$ cat config.mk
export PLATFORM = sky130hd
export DESIGN_NAME = eepm_top
export DESIGN_NICKNAME = d
export VERILOG_FILES = /design/src/rtl/eepm_pkg.sv /design/src/rtl/eepm_fifo.sv /design/src/rtl/eepm_top.sv
export SDC_FILE = /design/constraint.sdc
export NUM_CORES = 1
export LEC_CHECK = 0
export BUFFER_PORTS_ARGS = -buffer_cell sky130_fd_sc_hd__clkbuf_2
export CAP_MARGIN = 20
export CORE_UTILIZATION = 60
export CTS_BUF_LIST = sky130_fd_sc_hd__clkbuf_2 sky130_fd_sc_hd__clkbuf_4 sky130_fd_sc_hd__clkbuf_8
export DETAILED_ROUTE_END_ITERATION = 8
export GPL_TIMING_DRIVEN = 0
export PLACE_DENSITY = 0.86
export SKIP_CTS_REPAIR_TIMING = 1
export SLEW_MARGIN = 10
export SYNTH_ARGS = -nofsm -noshare
export SYNTH_HDL_FRONTEND = slang
export SYNTH_SLANG_ARGS = --single-unit
$ cat constraint.sdc
create_clock -name clk -period 37.2 [get_ports clk]
set_clock_uncertainty 0.2 [all_clocks]
set_input_delay 0 -clock clk [delete_from_list [all_inputs] [get_ports clk]]
set_output_delay 0 -clock clk [all_outputs]
set_load 0.02 [all_outputs]
$ cat src/rtl/eepm_pkg.sv
// shared constants and types of the emulated eeprom page manager
package eepm_pkg;
  // ----------------------------------------------------------------
  // page layout
  // ----------------------------------------------------------------
  localparam int PAGE_BYTES = 512; // smallest erasable unit
  localparam logic [15:0] CTRL_BYTES = 16'h0009; // control block at page start
  localparam logic [15:0] DATA_BYTES = 16'h01F7; // 503 bytes left for records
  localparam logic [15:0] CTRL_LEN_OFS = 16'h0000; // control byte holding record length
  localparam logic [15:0] CTRL_MAP_OFS = 16'h0001; // first of eight slot map bytes
  localparam int MAX_SLOTS = 64; // one map bit per slot
  localparam logic [6:0] MAX_SLOTS_W = 7'h40; // same, at slot counter width
  localparam logic [7:0] BLANK_BYTE = 8'hFF; // erased flash byte
  localparam logic [7:0] LEN_MIN = 8'h07; // shortest record
  localparam logic [7:0] LEN_MAX = 8'h0F; // longest record
  // ----------------------------------------------------------------
  // buffering
  // ----------------------------------------------------------------
  localparam int FIFO_WIDTH = 8; // record bytes
  localparam int FIFO_DEPTH = 32; // record byte buffer depth
  // ----------------------------------------------------------------
  // flash commands and sequencer states
  // ----------------------------------------------------------------
  typedef enum logic [1:0] {
    EEPM_CMD_READ = 2'b00, // read one byte
    EEPM_CMD_PROG = 2'b01, // program one byte
    EEPM_CMD_ERASE = 2'b10 // erase the whole page
  } eepm_cmd_t;
  typedef enum logic [3:0] {
    EEPM_IDLE = 4'b0000, // waiting for a request
    EEPM_CRD = 4'b0001, // reading the control block
    EEPM_DECIDE = 4'b0010, // choose slot or ignore
    EEPM_ERASE = 4'b0011, // page erase
    EEPM_PLEN = 4'b0100, // program record length byte
    EEPM_PDATA = 4'b0101, // program record bytes
    EEPM_PMAP = 4'b0110, // mark slot used
    EEPM_FDATA = 4'b0111, // read record bytes out
    EEPM_DRAIN = 4'b1000, // discard bytes of an ignored store
    EEPM_DONE = 4'b1001 // report completion
  } eepm_state_t;
endpackage : eepm_pkg

$ cat src/rtl/eepm_fifo.sv
// byte fifo in front of the record programming path
`timescale 1ns/100ps
module eepm_fifo #(
  parameter int WIDTH = 8, // word width
  parameter int DEPTH = 32 // number of words
) (
  input wire logic clk, // system clock
  input wire logic rst_n, // async reset, active low
  input wire logic [WIDTH-1:0] in_data, // word to store
  input wire logic in_valid, // source offers a word
  output logic in_ready, // room for a word
  output logic [WIDTH-1:0] out_data, // oldest word
  output logic out_valid, // a word is waiting
  input wire logic out_ready // sink takes the word
);
  localparam int AW = $clog2(DEPTH);
  // ----------------------------------------------------------------
  // storage and pointers
  // ----------------------------------------------------------------
  logic [WIDTH-1:0] mem [DEPTH]; // word storage
  logic [AW-1:0] wr_ptr; // next write slot
  logic [AW-1:0] rd_ptr; // next read slot
  logic [AW:0] count; // words held
  wire push = in_valid && in_ready; // word accepted
  wire pop = out_valid && out_ready; // word removed
  wire [AW:0] next_count = count + (AW+1)'(push) - (AW+1)'(pop); // occupancy after this edge
  assign out_data = mem[rd_ptr];
  assign out_valid = (count != '0);
  // occupancy and registered ready
  always_ff @(posedge clk or negedge rst_n) begin
    if (!rst_n) begin
      count <= '0;
      in_ready <= 1'b1;
    end else begin
      count <= next_count;
      in_ready <= (next_count != (AW+1)'(DEPTH));
    end
  end
  // pointer advance
  always_ff @(posedge clk or negedge rst_n) begin
    if (!rst_n) begin
      wr_ptr <= '0;
      rd_ptr <= '0;
    end else begin
      if (push) begin
        wr_ptr <= (wr_ptr == AW'(DEPTH-1)) ? '0 : wr_ptr + 1'b1;
      end
      if (pop) begin
        rd_ptr <= (rd_ptr == AW'(DEPTH-1)) ? '0 : rd_ptr + 1'b1;
      end
    end
  end
  // word storage, one generate entry per word
  for (genvar i = 0; i < DEPTH; i++) begin : g_word
    always_ff @(posedge clk) begin
      if (push && (wr_ptr == AW'(i))) begin
        mem[i] <= in_data;
      end
    end
  end
endmodule : eepm_fifo

$ cat src/rtl/eepm_top.sv
// emulated eeprom page manager: slot allocation over one flash page
// Function
// requester gives record length 7 to 15
// requester gives page start address
// requester keeps one length per page
// erase always clears whole 512-byte page
// store programs next unused slot only
// full page erased, storing restarts
// 9-byte hidden control block, 503 data
// slot capacity is data bytes over length; the code caps it at 64 slots, one per map bit
// store with mismatched length is ignored
// fetch returns most recently stored record
// fetch with mismatched length is ignored
// no alignment or length checking done
// parameters: speed, length, address high, low
// request held until done, one at once
`timescale 1ns/100ps
module eepm_top #(
  parameter int FIFO_DEPTH = eepm_pkg::FIFO_DEPTH // record byte buffer depth
) (
  input wire logic clk, // system bus clock
  input wire logic rst_n, // async reset, active low
  input wire logic store_req, // emulated_store request level
  input wire logic fetch_req, // emulated_fetch request level
  input wire logic [7:0] bus_speed_byte, // bus speed parameter
  input wire logic [7:0] record_length, // record length in bytes
  input wire logic [7:0] page_addr_high, // page address high byte
  input wire logic [7:0] page_addr_low, // page address low byte
  input wire logic [7:0] in_data, // record byte to store
  input wire logic in_valid, // record byte offered
  output logic in_ready, // record buffer has room
  output logic [7:0] out_data, // fetched record byte
  output logic out_valid, // fetched byte pulse
  output logic busy, // operation in progress
  output logic done, // completion pulse
  output logic ignored, // completion was an ignored request
  output logic flash_req, // flash command held until ack
  output eepm_pkg::eepm_cmd_t flash_cmd, // flash command
  output logic [15:0] flash_addr, // flash byte address
  output logic [7:0] flash_wdata, // byte to program
  output logic [7:0] flash_speed, // bus speed for flash timing
  input wire logic flash_ack, // command finished pulse
  input wire logic [7:0] flash_rdata // read byte, valid with ack
);
  import eepm_pkg::*;

  // ----------------------------------------------------------------
  // state
  // ----------------------------------------------------------------
  eepm_state_t state; // sequencer state
  logic is_store; // current request is a store
  logic [7:0] rec_len; // latched record length
  logic [15:0] page_base; // latched page address
  logic [7:0] ctrl_len; // length byte read from page
  logic [63:0] slot_map; // slot map, 0 means used
  logic [6:0] slot; // slot being written or read
  logic [7:0] idx; // byte counter inside a phase
  logic fail; // request being ignored
  logic fifo_pop; // take a record byte
  wire [7:0] fifo_data; // oldest record byte
  wire fifo_valid; // record byte waiting

  // ----------------------------------------------------------------
  // record byte buffer
  // ----------------------------------------------------------------
  eepm_fifo #(
    .WIDTH(FIFO_WIDTH),
    .DEPTH(FIFO_DEPTH)
  ) u_fifo (
    .clk(clk),
    .rst_n(rst_n),
    .in_data(in_data),
    .in_valid(in_valid),
    .in_ready(in_ready),
    .out_data(fifo_data),
    .out_valid(fifo_valid),
    .out_ready(fifo_pop)
  );

  // ----------------------------------------------------------------
  // slot arithmetic
  // ----------------------------------------------------------------
  // first blank slot, slots fill strictly in order
  function automatic logic [6:0] first_blank(input logic [63:0] map);
    logic [6:0] n;
    logic hit;
    n = MAX_SLOTS_W;
    hit = 1'b0;
    for (int i = 0; i < MAX_SLOTS; i++) begin
      if (map[i] && !hit) begin
        n = 7'(i);
        hit = 1'b1;
      end
    end
    return n;
  endfunction : first_blank

  wire [15:0] len_w = {8'h00, rec_len}; // length at address width
  wire [15:0] raw_cap = (len_w == 16'h0000) ? 16'h0000 : DATA_BYTES / len_w;
  wire [6:0] slot_cap = (raw_cap > 16'(MAX_SLOTS)) ? MAX_SLOTS_W : raw_cap[6:0];
  wire [6:0] next_slot = first_blank(slot_map); // next unused slot
  wire page_full = (next_slot >= slot_cap); // no blank slot left
  wire len_blank = (ctrl_len == BLANK_BYTE); // page never written
  wire len_match = (ctrl_len == rec_len); // same record length
  wire [15:0] slot_ofs = 16'({9'h000, slot} * len_w); // slot start inside data area
  wire [15:0] data_addr = page_base + CTRL_BYTES + slot_ofs + {8'h00, idx};
  wire [15:0] ctrl_addr = page_base + CTRL_LEN_OFS + {8'h00, idx}; // control block byte
  wire [15:0] map_addr = page_base + CTRL_MAP_OFS + {13'h0000, slot[5:3]}; // map byte of slot
  wire [7:0] map_byte = slot_map[{slot[5:3], 3'b000} +: 8]; // current map byte
  wire [7:0] map_clear = map_byte & ~(8'h01 << slot[2:0]); // used bit programmed low
  wire last_byte = (idx == rec_len - 8'h01); // final byte of a record
  wire new_req = store_req || fetch_req; // any request level
  wire issue = !flash_req; // no command outstanding
  wire pdata_go = issue && fifo_valid; // byte ready to program

  // ----------------------------------------------------------------
  // sequencer
  // ----------------------------------------------------------------
  // one flash command per step; each step waits for the ack
  always_ff @(posedge clk or negedge rst_n) begin
    if (!rst_n) begin
      state <= EEPM_IDLE;
      is_store <= 1'b0;
      rec_len <= 8'h00;
      page_base <= 16'h0000;
      flash_speed <= 8'h00;
      ctrl_len <= BLANK_BYTE;
      slot_map <= '1;
      slot <= 7'h00;
      idx <= 8'h00;
      fail <= 1'b0;
    end else begin
      case (state)
        // accept a request and latch its parameter block
        EEPM_IDLE: begin
          if (new_req) begin
            is_store <= store_req;
            flash_speed <= bus_speed_byte;
            rec_len <= record_length;
            page_base <= {page_addr_high, page_addr_low};
            idx <= 8'h00;
            fail <= 1'b0;
            state <= EEPM_CRD;
          end
        end
        // read length byte and eight map bytes
        EEPM_CRD: begin
          if (flash_ack) begin
            if (idx == 8'h00) begin
              ctrl_len <= flash_rdata;
            end else begin
              slot_map[{idx[2:0] - 3'h1, 3'b000} +: 8] <= flash_rdata;
            end
            idx <= idx + 8'h01;
            if (idx == CTRL_BYTES[7:0] - 8'h01) begin
              state <= EEPM_DECIDE;
            end
          end
        end
        // pick the slot, erase, or ignore
        EEPM_DECIDE: begin
          idx <= 8'h00;
          if (is_store) begin
            if (!len_blank && !len_match) begin
              fail <= 1'b1;
              state <= EEPM_DRAIN;
            end else if (len_blank) begin
              slot <= 7'h00;
              state <= EEPM_PLEN;
            end else if (page_full) begin
              state <= EEPM_ERASE;
            end else begin
              slot <= next_slot;
              state <= EEPM_PDATA;
            end
          end else begin
            if (!len_match || (next_slot == 7'h00)) begin
              fail <= 1'b1;
              state <= EEPM_DONE;
            end else begin
              slot <= next_slot - 7'h01;
              state <= EEPM_FDATA;
            end
          end
        end
        // whole page back to blank
        EEPM_ERASE: begin
          if (flash_ack) begin
            slot_map <= '1;
            ctrl_len <= BLANK_BYTE;
            slot <= 7'h00;
            state <= EEPM_PLEN;
          end
        end
        // record length into the control block
        EEPM_PLEN: begin
          if (flash_ack) begin
            ctrl_len <= rec_len;
            state <= EEPM_PDATA;
          end
        end
        // record bytes into the chosen slot
        EEPM_PDATA: begin
          if (flash_ack) begin
            idx <= idx + 8'h01;
            if (last_byte) begin
              state <= EEPM_PMAP;
            end
          end
        end
        // mark the slot used
        EEPM_PMAP: begin
          if (flash_ack) begin
            slot_map[slot[5:0]] <= 1'b0;
            state <= EEPM_DONE;
          end
        end
        // newest record out to the requester
        EEPM_FDATA: begin
          if (flash_ack) begin
            idx <= idx + 8'h01;
            if (last_byte) begin
              state <= EEPM_DONE;
            end
          end
        end
        // discard the record bytes of an ignored store
        EEPM_DRAIN: begin
          if (fifo_valid) begin
            idx <= idx + 8'h01;
            if (last_byte) begin
              state <= EEPM_DONE;
            end
          end
        end
        // wait for the request to drop
        EEPM_DONE: begin
          if (!new_req) begin
            state <= EEPM_IDLE;
          end
        end
        default: begin
          state <= EEPM_IDLE;
        end
      endcase
    end
  end

  // ----------------------------------------------------------------
  // flash command port
  // ----------------------------------------------------------------
  wire want_cmd = (state == EEPM_CRD) || (state == EEPM_ERASE) || (state == EEPM_PLEN) ||
                  (state == EEPM_PMAP) || (state == EEPM_FDATA); // states issuing without data wait
  // command raised in a step, held until acknowledged
  always_ff @(posedge clk or negedge rst_n) begin
    if (!rst_n) begin
      flash_req <= 1'b0;
      flash_cmd <= EEPM_CMD_READ;
      flash_addr <= 16'h0000;
      flash_wdata <= BLANK_BYTE;
    end else if (flash_ack) begin
      flash_req <= 1'b0;
    end else if (issue && want_cmd) begin
      flash_req <= 1'b1;
      case (state)
        EEPM_CRD: begin
          flash_cmd <= EEPM_CMD_READ;
          flash_addr <= ctrl_addr;
        end
        EEPM_ERASE: begin
          flash_cmd <= EEPM_CMD_ERASE;
          flash_addr <= page_base;
        end
        EEPM_PLEN: begin
          flash_cmd <= EEPM_CMD_PROG;
          flash_addr <= page_base + CTRL_LEN_OFS;
          flash_wdata <= rec_len;
        end
        EEPM_PMAP: begin
          flash_cmd <= EEPM_CMD_PROG;
          flash_addr <= map_addr;
          flash_wdata <= map_clear;
        end
        default: begin
          flash_cmd <= EEPM_CMD_READ;
          flash_addr <= data_addr;
        end
      endcase
    end else if ((state == EEPM_PDATA) && pdata_go) begin
      flash_req <= 1'b1;
      flash_cmd <= EEPM_CMD_PROG;
      flash_addr <= data_addr;
      flash_wdata <= fifo_data;
    end
  end

  // record byte taken as its program command goes out, or dropped while draining
  assign fifo_pop = ((state == EEPM_PDATA) && pdata_go && !flash_ack) || (state == EEPM_DRAIN);

  // ----------------------------------------------------------------
  // requester outputs
  // ----------------------------------------------------------------
  // entry into the completion state, seen one edge early
  wire next_state_done = ((state == EEPM_DECIDE) && !is_store && (!len_match || (next_slot == 7'h00))) ||
                         ((state == EEPM_PMAP) && flash_ack) ||
                         ((state == EEPM_FDATA) && flash_ack && last_byte) ||
                         ((state == EEPM_DRAIN) && fifo_valid && last_byte);
  wire next_fail = fail || (state == EEPM_DECIDE); // decide only jumps to done when ignoring

  // fetched bytes, busy and completion pulses
  always_ff @(posedge clk or negedge rst_n) begin
    if (!rst_n) begin
      out_data <= 8'h00;
      out_valid <= 1'b0;
      busy <= 1'b0;
      done <= 1'b0;
      ignored <= 1'b0;
    end else begin
      out_valid <= (state == EEPM_FDATA) && flash_ack;
      if ((state == EEPM_FDATA) && flash_ack) begin
        out_data <= flash_rdata;
      end
      busy <= (state != EEPM_IDLE) || new_req;
      done <= (state != EEPM_DONE) && (next_state_done);
      ignored <= (state != EEPM_DONE) && next_state_done && next_fail;
    end
  end

endmodule : eepm_top

## Yosys cells after proc, flatten, opt, wreduce, memory -nomap -nowiden

Memories as Yosys holds them, arrays and structs flattened.
Index checks and enable logic that the tools add are counted.

- Memories: 1
- Register bits after elaboration: 181
- Memory bits (read-only): 0
- Logic and storage cells: 717
- Input port bits: 54
- Bits in writable memories: 256
- Latch bits: 0

Memory list:

| name | depth | width | read ports | clocked after memory_dff | wr ports | RTL line | source |
|---|---|---|---|---|---|---|---|
| u_fifo.mem | 32 | 8 | 1 | 0 | 1 | eepm_fifo.sv:20 | `logic [WIDTH-1:0] mem [DEPTH];` |

- Div/mod/pow operators: 1
- Eq/ne operators: 67
- $lt $le $gt $ge: 4
- Multiplexer cells: 347
- Add/sub/neg operators: 15
- Shift-type cells: 4
- $mul: 1
- Reduce and logical (&&, ||, !) cells: 249
- Bitwise gates (word level): 5

Operator list:

| cell | number |
|---|---|
| 2-to-1 mux 7 bit | 71 |
| 2-to-1 mux 8 bit | 40 |
| 2-to-1 mux 64 bit | 4 |
| OR reduction 8 bit | 31 |
| case mux 64 bit (3 select lines) | 1 |
| 2-to-1 mux 1 bit | 166 |
| 2-to-1 mux 5 bit | 33 |
| logical AND 1 bit | 112 |
| equality test 5 bit, second input constant | 17 |
| zero test 1 bit | 68 |
| bitwise AND 64 bit | 1 |
| bitwise mux 64 bit | 1 |
| inverter 64 bit | 1 |
| variable shift 8 x 8 -> 64 bit, first input constant | 1 |
| variable part select 64 x 7 -> 8 bit | 1 |
| variable part select 8 x 8 -> 64 bit | 1 |
| 2-to-1 mux 4 bit | 15 |
| 2-to-1 mux 16 bit | 3 |
| case mux 16 bit (3 select lines) | 1 |
| equality test 5 x 4 -> 1 bit, second input constant | 8 |
| case mux 4 bit (10 select lines) | 1 |
| adder 16 x 8 -> 16 bit | 2 |
| case mux 8 bit (4 select lines) | 1 |
| inequality test 2 bit, second input constant | 13 |
| other kinds (61) | 100 |

## Longest topological paths before layout

- Depth after elaboration: 198
- Gate-level depth with buffers: 168
- Mapped depth without buffers: 153

## Cells and area by module

A second synthesis with hierarchy kept.

- Cells, all modules: 2967
- Area total of the unflattened synthesis: 30053.8 sq um

Modules (own cells, without submodules):

| module | area an instance (sq um) | times used | cells an instance | sequential area each (sq um) |
|---|---|---|---|---|
| eepm_top | 19052.0 | 1 | 2386 | 4204.0 |
| eepm_fifo | 11001.8 | 1 | 581 | 8114.0 |

## Worst setup path after synthesis

No wires, ideal clock.

- Kind: register to register
- Start point: register rec_len[0]
- End point: register slot[1]
- Buffers on the path: 16
- Required time: 36.905 ns
- Library setup time: 0.095 ns
- Cell stages (with the launch flop): 160
- Arrival: 27.939 ns
- Slack: 8.965 ns
- Cells stage by stage: dfrtp_1 > buf_2 > inv_1 > buf_1 > ha_1 > buf_6 > and3_1 > clkbuf_1 > and2_1 > ha_1 > a21oi_1 > nor2_1 > a32oi_1 > nor2_1 > ha_1 > o211ai_1 > and2_1 > o21ai_1 > (+124 left out) > a21boi_1 > ha_1 > nand2b_1 > a21o_1 > a21oi_1 > nor2b_1 > o21ai_0 > nand2b_1 > a21oi_1 > nor2b_1 > o22ai_1 > nor2_1 > nor2_1 > a21oi_1 > or3_1 > clkbuf_1 > clkbuf_1 > o31ai_1

- Cells in the longest elaborated chain, start to end: 7
- Elaborated cells on any way between the ends: 14
- Classes of those cells: div (1); order compare (2); eq/ne (4); mux (2); reduce/logical (5)

RTL lines:

| what | RTL line | source |
|---|---|---|
| start, declared | eepm_top.sv:52 | `logic [7:0] rec_len;` |
| start signal, assigned | eepm_top.sv:139 | `rec_len <= record_length;` |
| divider 9 x 8 -> 16 bit / zero test 16 bit (equally long branches) | eepm_top.sv:99 | `wire [15:0] raw_cap = (len_w == 16'h0000) ? 16'h0000 : DATA_BYTES / len_w;` |
| 2-to-1 mux 16 bit | eepm_top.sv:99 |  |
| greater-than comparator 16 x 7 -> 1 bit | eepm_top.sv:100 | `wire [6:0] slot_cap = (raw_cap > 16'(MAX_SLOTS)) ? MAX_SLOTS_W : raw_cap[6:0];` |
| 2-to-1 mux 7 bit | eepm_top.sv:100 |  |
| greater-or-equal comparator 7 bit | eepm_top.sv:102 | `wire page_full = (next_slot >= slot_cap);` |
| inequality test 4 bit (no line) | - |  |
| AND reduction 5 bit (no line) * | - |  |
| end signal, assigned | eepm_top.sv:173 | `slot <= next_slot;` |
| end signal, assigned | eepm_top.sv:181 | `slot <= next_slot - 7'h01;` |
| end, declared | eepm_top.sv:56 | `logic [6:0] slot;` |

Mark *: on every way between the ends. The rest lies on a longest branch, timed or not.
A chain may end at the register's enable or synchronous reset.

## Worst setup path in the final report

- Start point: register rec_len[1]
- End point: register slot[2]

Same word-level chain as after synthesis.

==> impl_metrics.py <==
metrics = {
    "placement": {
        "hpwl_mm": 68.13,
        "globalplace.congestion": 0.9865,
        "dp_slack_ns": 3.757,
        "io_buffers": 101,
    },
    "synth": {
        "ys_ff_latch": 437,
        "ys_seq_area_share_pct": 41.84,
        "synth_cell_types": 101,
        "ys_warn_count": 0,
        "synth_top_family_by_area": "compound AO/OA/AOI/OAI gates",
        "synth-simple-area-share_pct": 14.27,
        "post_synth_xor_area_fraction_pct": 2.826,
        "synth-async-reset-ratio_pct": 41.42,
        "avgSynthCellArea_um2": 10.24,
        "synth_edf_count": 256,
        "synth_nets": 3160,
        "ys.flop_type": "edfxtp_1",
        "synth_area_um2": 29440,
        "netlist_instances": 2874,
        "synth-compound-area-share_pct": 17.42,
        "synthMuxAreaShare_pct": 8.941,
        "synth_adder_area_share_pct": 11.21,
    },
    "run_status": {
        "status": "completed",
    },
    "floorplan": {
        "core_region_area_um2": 48050,
        "die-width_um": 223.5,
        "dieArea_um2": 49960,
        "die_y_um": 223.5,
        "num_io_pins": 102,
        "start_util_pct": 61.28,
        "rows": 80,
    },
    "critical_path": {
        "reg2reg_from": "rec_len[1]",
        "path_class": "reg -> reg",
        "worst-path-buf-inv": 16,
        "cp_max_fo": 20,
        "critPathTopFamily": "compound AO/OA/AOI/OAI gates",
        "cp-start-kind": "flop",
        "max_stage_delay_ns": 0.59,
        "slowest_stage": "inv_1",
        "end_kind": "flop",
        "critPathLaunch": "rec_len[1]",
        "crit_required_ns": 37.58,
        "crit_top_cell": "o21a_1",
        "worst_ep_arrival_time_ns": 34.61,
    },
    "detailed_routing": {
        "route.detailed.drc": 0,
        "firstDrtPassIters": 8,
        "drt.antenna.violating_nets": 0,
        "vias": 25630,
        "viasPerCell": 6.717,
        "routed_wl_mm": 93.80,
        "drt-initial-drc-count": 3105,
        "wl_per_cell_um": 24.59,
    },
    "timing": {
        "fin_setup_tns_ns": 0,
        "setup_slack_ns": 2.969,
        "hold_viol_final": 0,
        "worstMarginPinSlew_ns": 1.217,
        "drv_slew": 0,
        "setup_violations": 0,
        "fin_crit_ns": 34.23,
        "rsz0062_at_grt": "no",
        "timing.final.crit_share_pct": 92.02,
        "slew_headroom_pct": 18.27,
        "fmax_ghz": 0.02921,
        "timing.hold.ws_ns": 0.05884,
    },
    "clock_network": {
        "cts-root-buf": "clkbuf_8",
        "cts_tree": "built",
        "ctsHtreeMaxLevel": 3,
        "cts.sinks": 437,
        "clk_latency_ns": 0.69,
        "numCtsBuffers": 73,
        "clk_pin_slew_worst_paths_ns": 0.07,
        "cts.path.max_buffers": 3,
    },
    "hold_path": {
        "worstHoldPathType": "in -> reg",
        "min_from": "flash_rdata[3]",
    },
    "final_layout": {
        "nFillCells": 3317,
        "mostFrequentLayoutCells": "nor2_1, edfxtp_1, o21ai_0",
        "finalNetCount": 3431,
        "area_delta_synth_final_pct": 12.82,
        "drive_gt1_share_pct": 15.47,
        "diodes": 0,
    },
    "grt": {
        "grt_first_pass_wirelength_mm": 140.2,
        "gr-total-overflow": 0,
        "antenna_found_initial": 1,
        "grt_pass1_vias": 24760,
        "grt_max_degree": 101,
        "grtUsageTotal_pct": 36.86,
    },
    "run": {
        "drv_cap": 0,
    },
}
[metal layers]
metal  track usage (%)  routed length [um]  vias to the layer above  part of all wire, %
li1                  -                   -                    11180                    -
met1             47.19               35010                    12400                   37
met2             57.93               43310                     1649                   46
met3             9.535               10210                      389                   11
met4             18.98                5252                        2                  5.6
met5                 0                  12                        -                0.013
[final timing paths]
| kind | slack [ns] | end | cells after the start |
|---|---|---|---|
| hold / removal | 0.06 | out_data[3] | 3 |
| hold reg to reg | 0.29 | flash_addr[12] | 2 |
| max in group asynchronous | 36.17 | u_fifo.in_ready | 3 |
| min in group asynchronous | 0.07 | async pin | 2 |
| setup / recovery | 2.97 | slot[2] | 162 |
| setup reg to reg | 2.97 | slot[2] | 162 |
[synth_stat cells, types with 6 or more instances]
library cell / n / area, um^2
nand3b_1: 12 / 90.09
a31oi_1: 22 / 137.6
o31ai_1: 23 / 172.7
xor2_1: 32 / 280.3
xnor2_1: 63 / 551.8
ha_1: 179 / 2240
inv_1: 125 / 469.2
or3_1: 14 / 87.58
a21oi_1: 219 / 1096
nor3b_1: 8 / 60.06
mux4_2: 80 / 1802
o21a_1: 40 / 300.3
o21ai_0: 251 / 1256
nor2_1: 256 / 960.9
edfxtp_1: 256 / 7687
and2_1: 49 / 306.5
nor4_1: 25 / 156.4
mux2i_1: 20 / 200.2
buf_1: 20 / 75.07
a22o_1: 30 / 262.8
mux2_4: 6 / 90.09
nand2_1: 249 / 934.7
dfstp_2: 81 / 2128
buf_2: 7 / 35.03
o21bai_1: 19 / 142.6
mux2_2: 47 / 529.3
clkbuf_1: 113 / 424.2
nand4_1: 16 / 100.1
a21o_1: 49 / 367.9
o211ai_1: 16 / 120.1
and3_1: 25 / 156.4
nand2b_1: 31 / 193.9
dfrtp_1: 100 / 2502
a221oi_1: 21 / 183.9
nand3_1: 53 / 265.3
a211oi_1: 22 / 165.2
nor2b_1: 31 / 193.9
a22oi_1: 21 / 157.7
fa_1: 53 / 1061
nor3_1: 67 / 335.3
[final cells by class]
cell class              count  area, um^2  area share, %
clock inverters            28       262.8         0.7910
inverters                 126       473.0          1.424
plain buffers             142       556.8          1.676
well taps                 615       769.5          2.316
multi-input cells        2169       16110          48.49
flip-flops and latches    437       12320          37.08
clock buffers             102        1260          3.793
repair buffers            196        1471          4.430
[logic make-up (layout without fill, tap and decap cells)]
kind of cell,count (synthesis),after routing
and+or+nand+nor,873,873
DFF,437,437
muxes,154,154
adders and majority gates,232,232
AOI/OAI and AO/OA,815,815
buffers and inverters,268,594
xor gates and xnor gates,95,95
[stage by stage]
step	instances	util (%)	cell area [um^2]
after floorplan	2874	-	29440
after global placement	3590	63.93	30720
after detailed placement	3594	64.08	30790
after CTS	3724	67.25	32310
after global routing	3815	69.14	33220
final	3815	69.14	33220
[worst min-delay path: stages]
cell and delay, ns:
dlygate4sd3_1 0.52, clkbuf_2 0.21, mux2_2 0.18
Power is left out: the tool's default activity adds up to more than one toggle a clock period on the data nets, which glitch-free logic cannot reach.
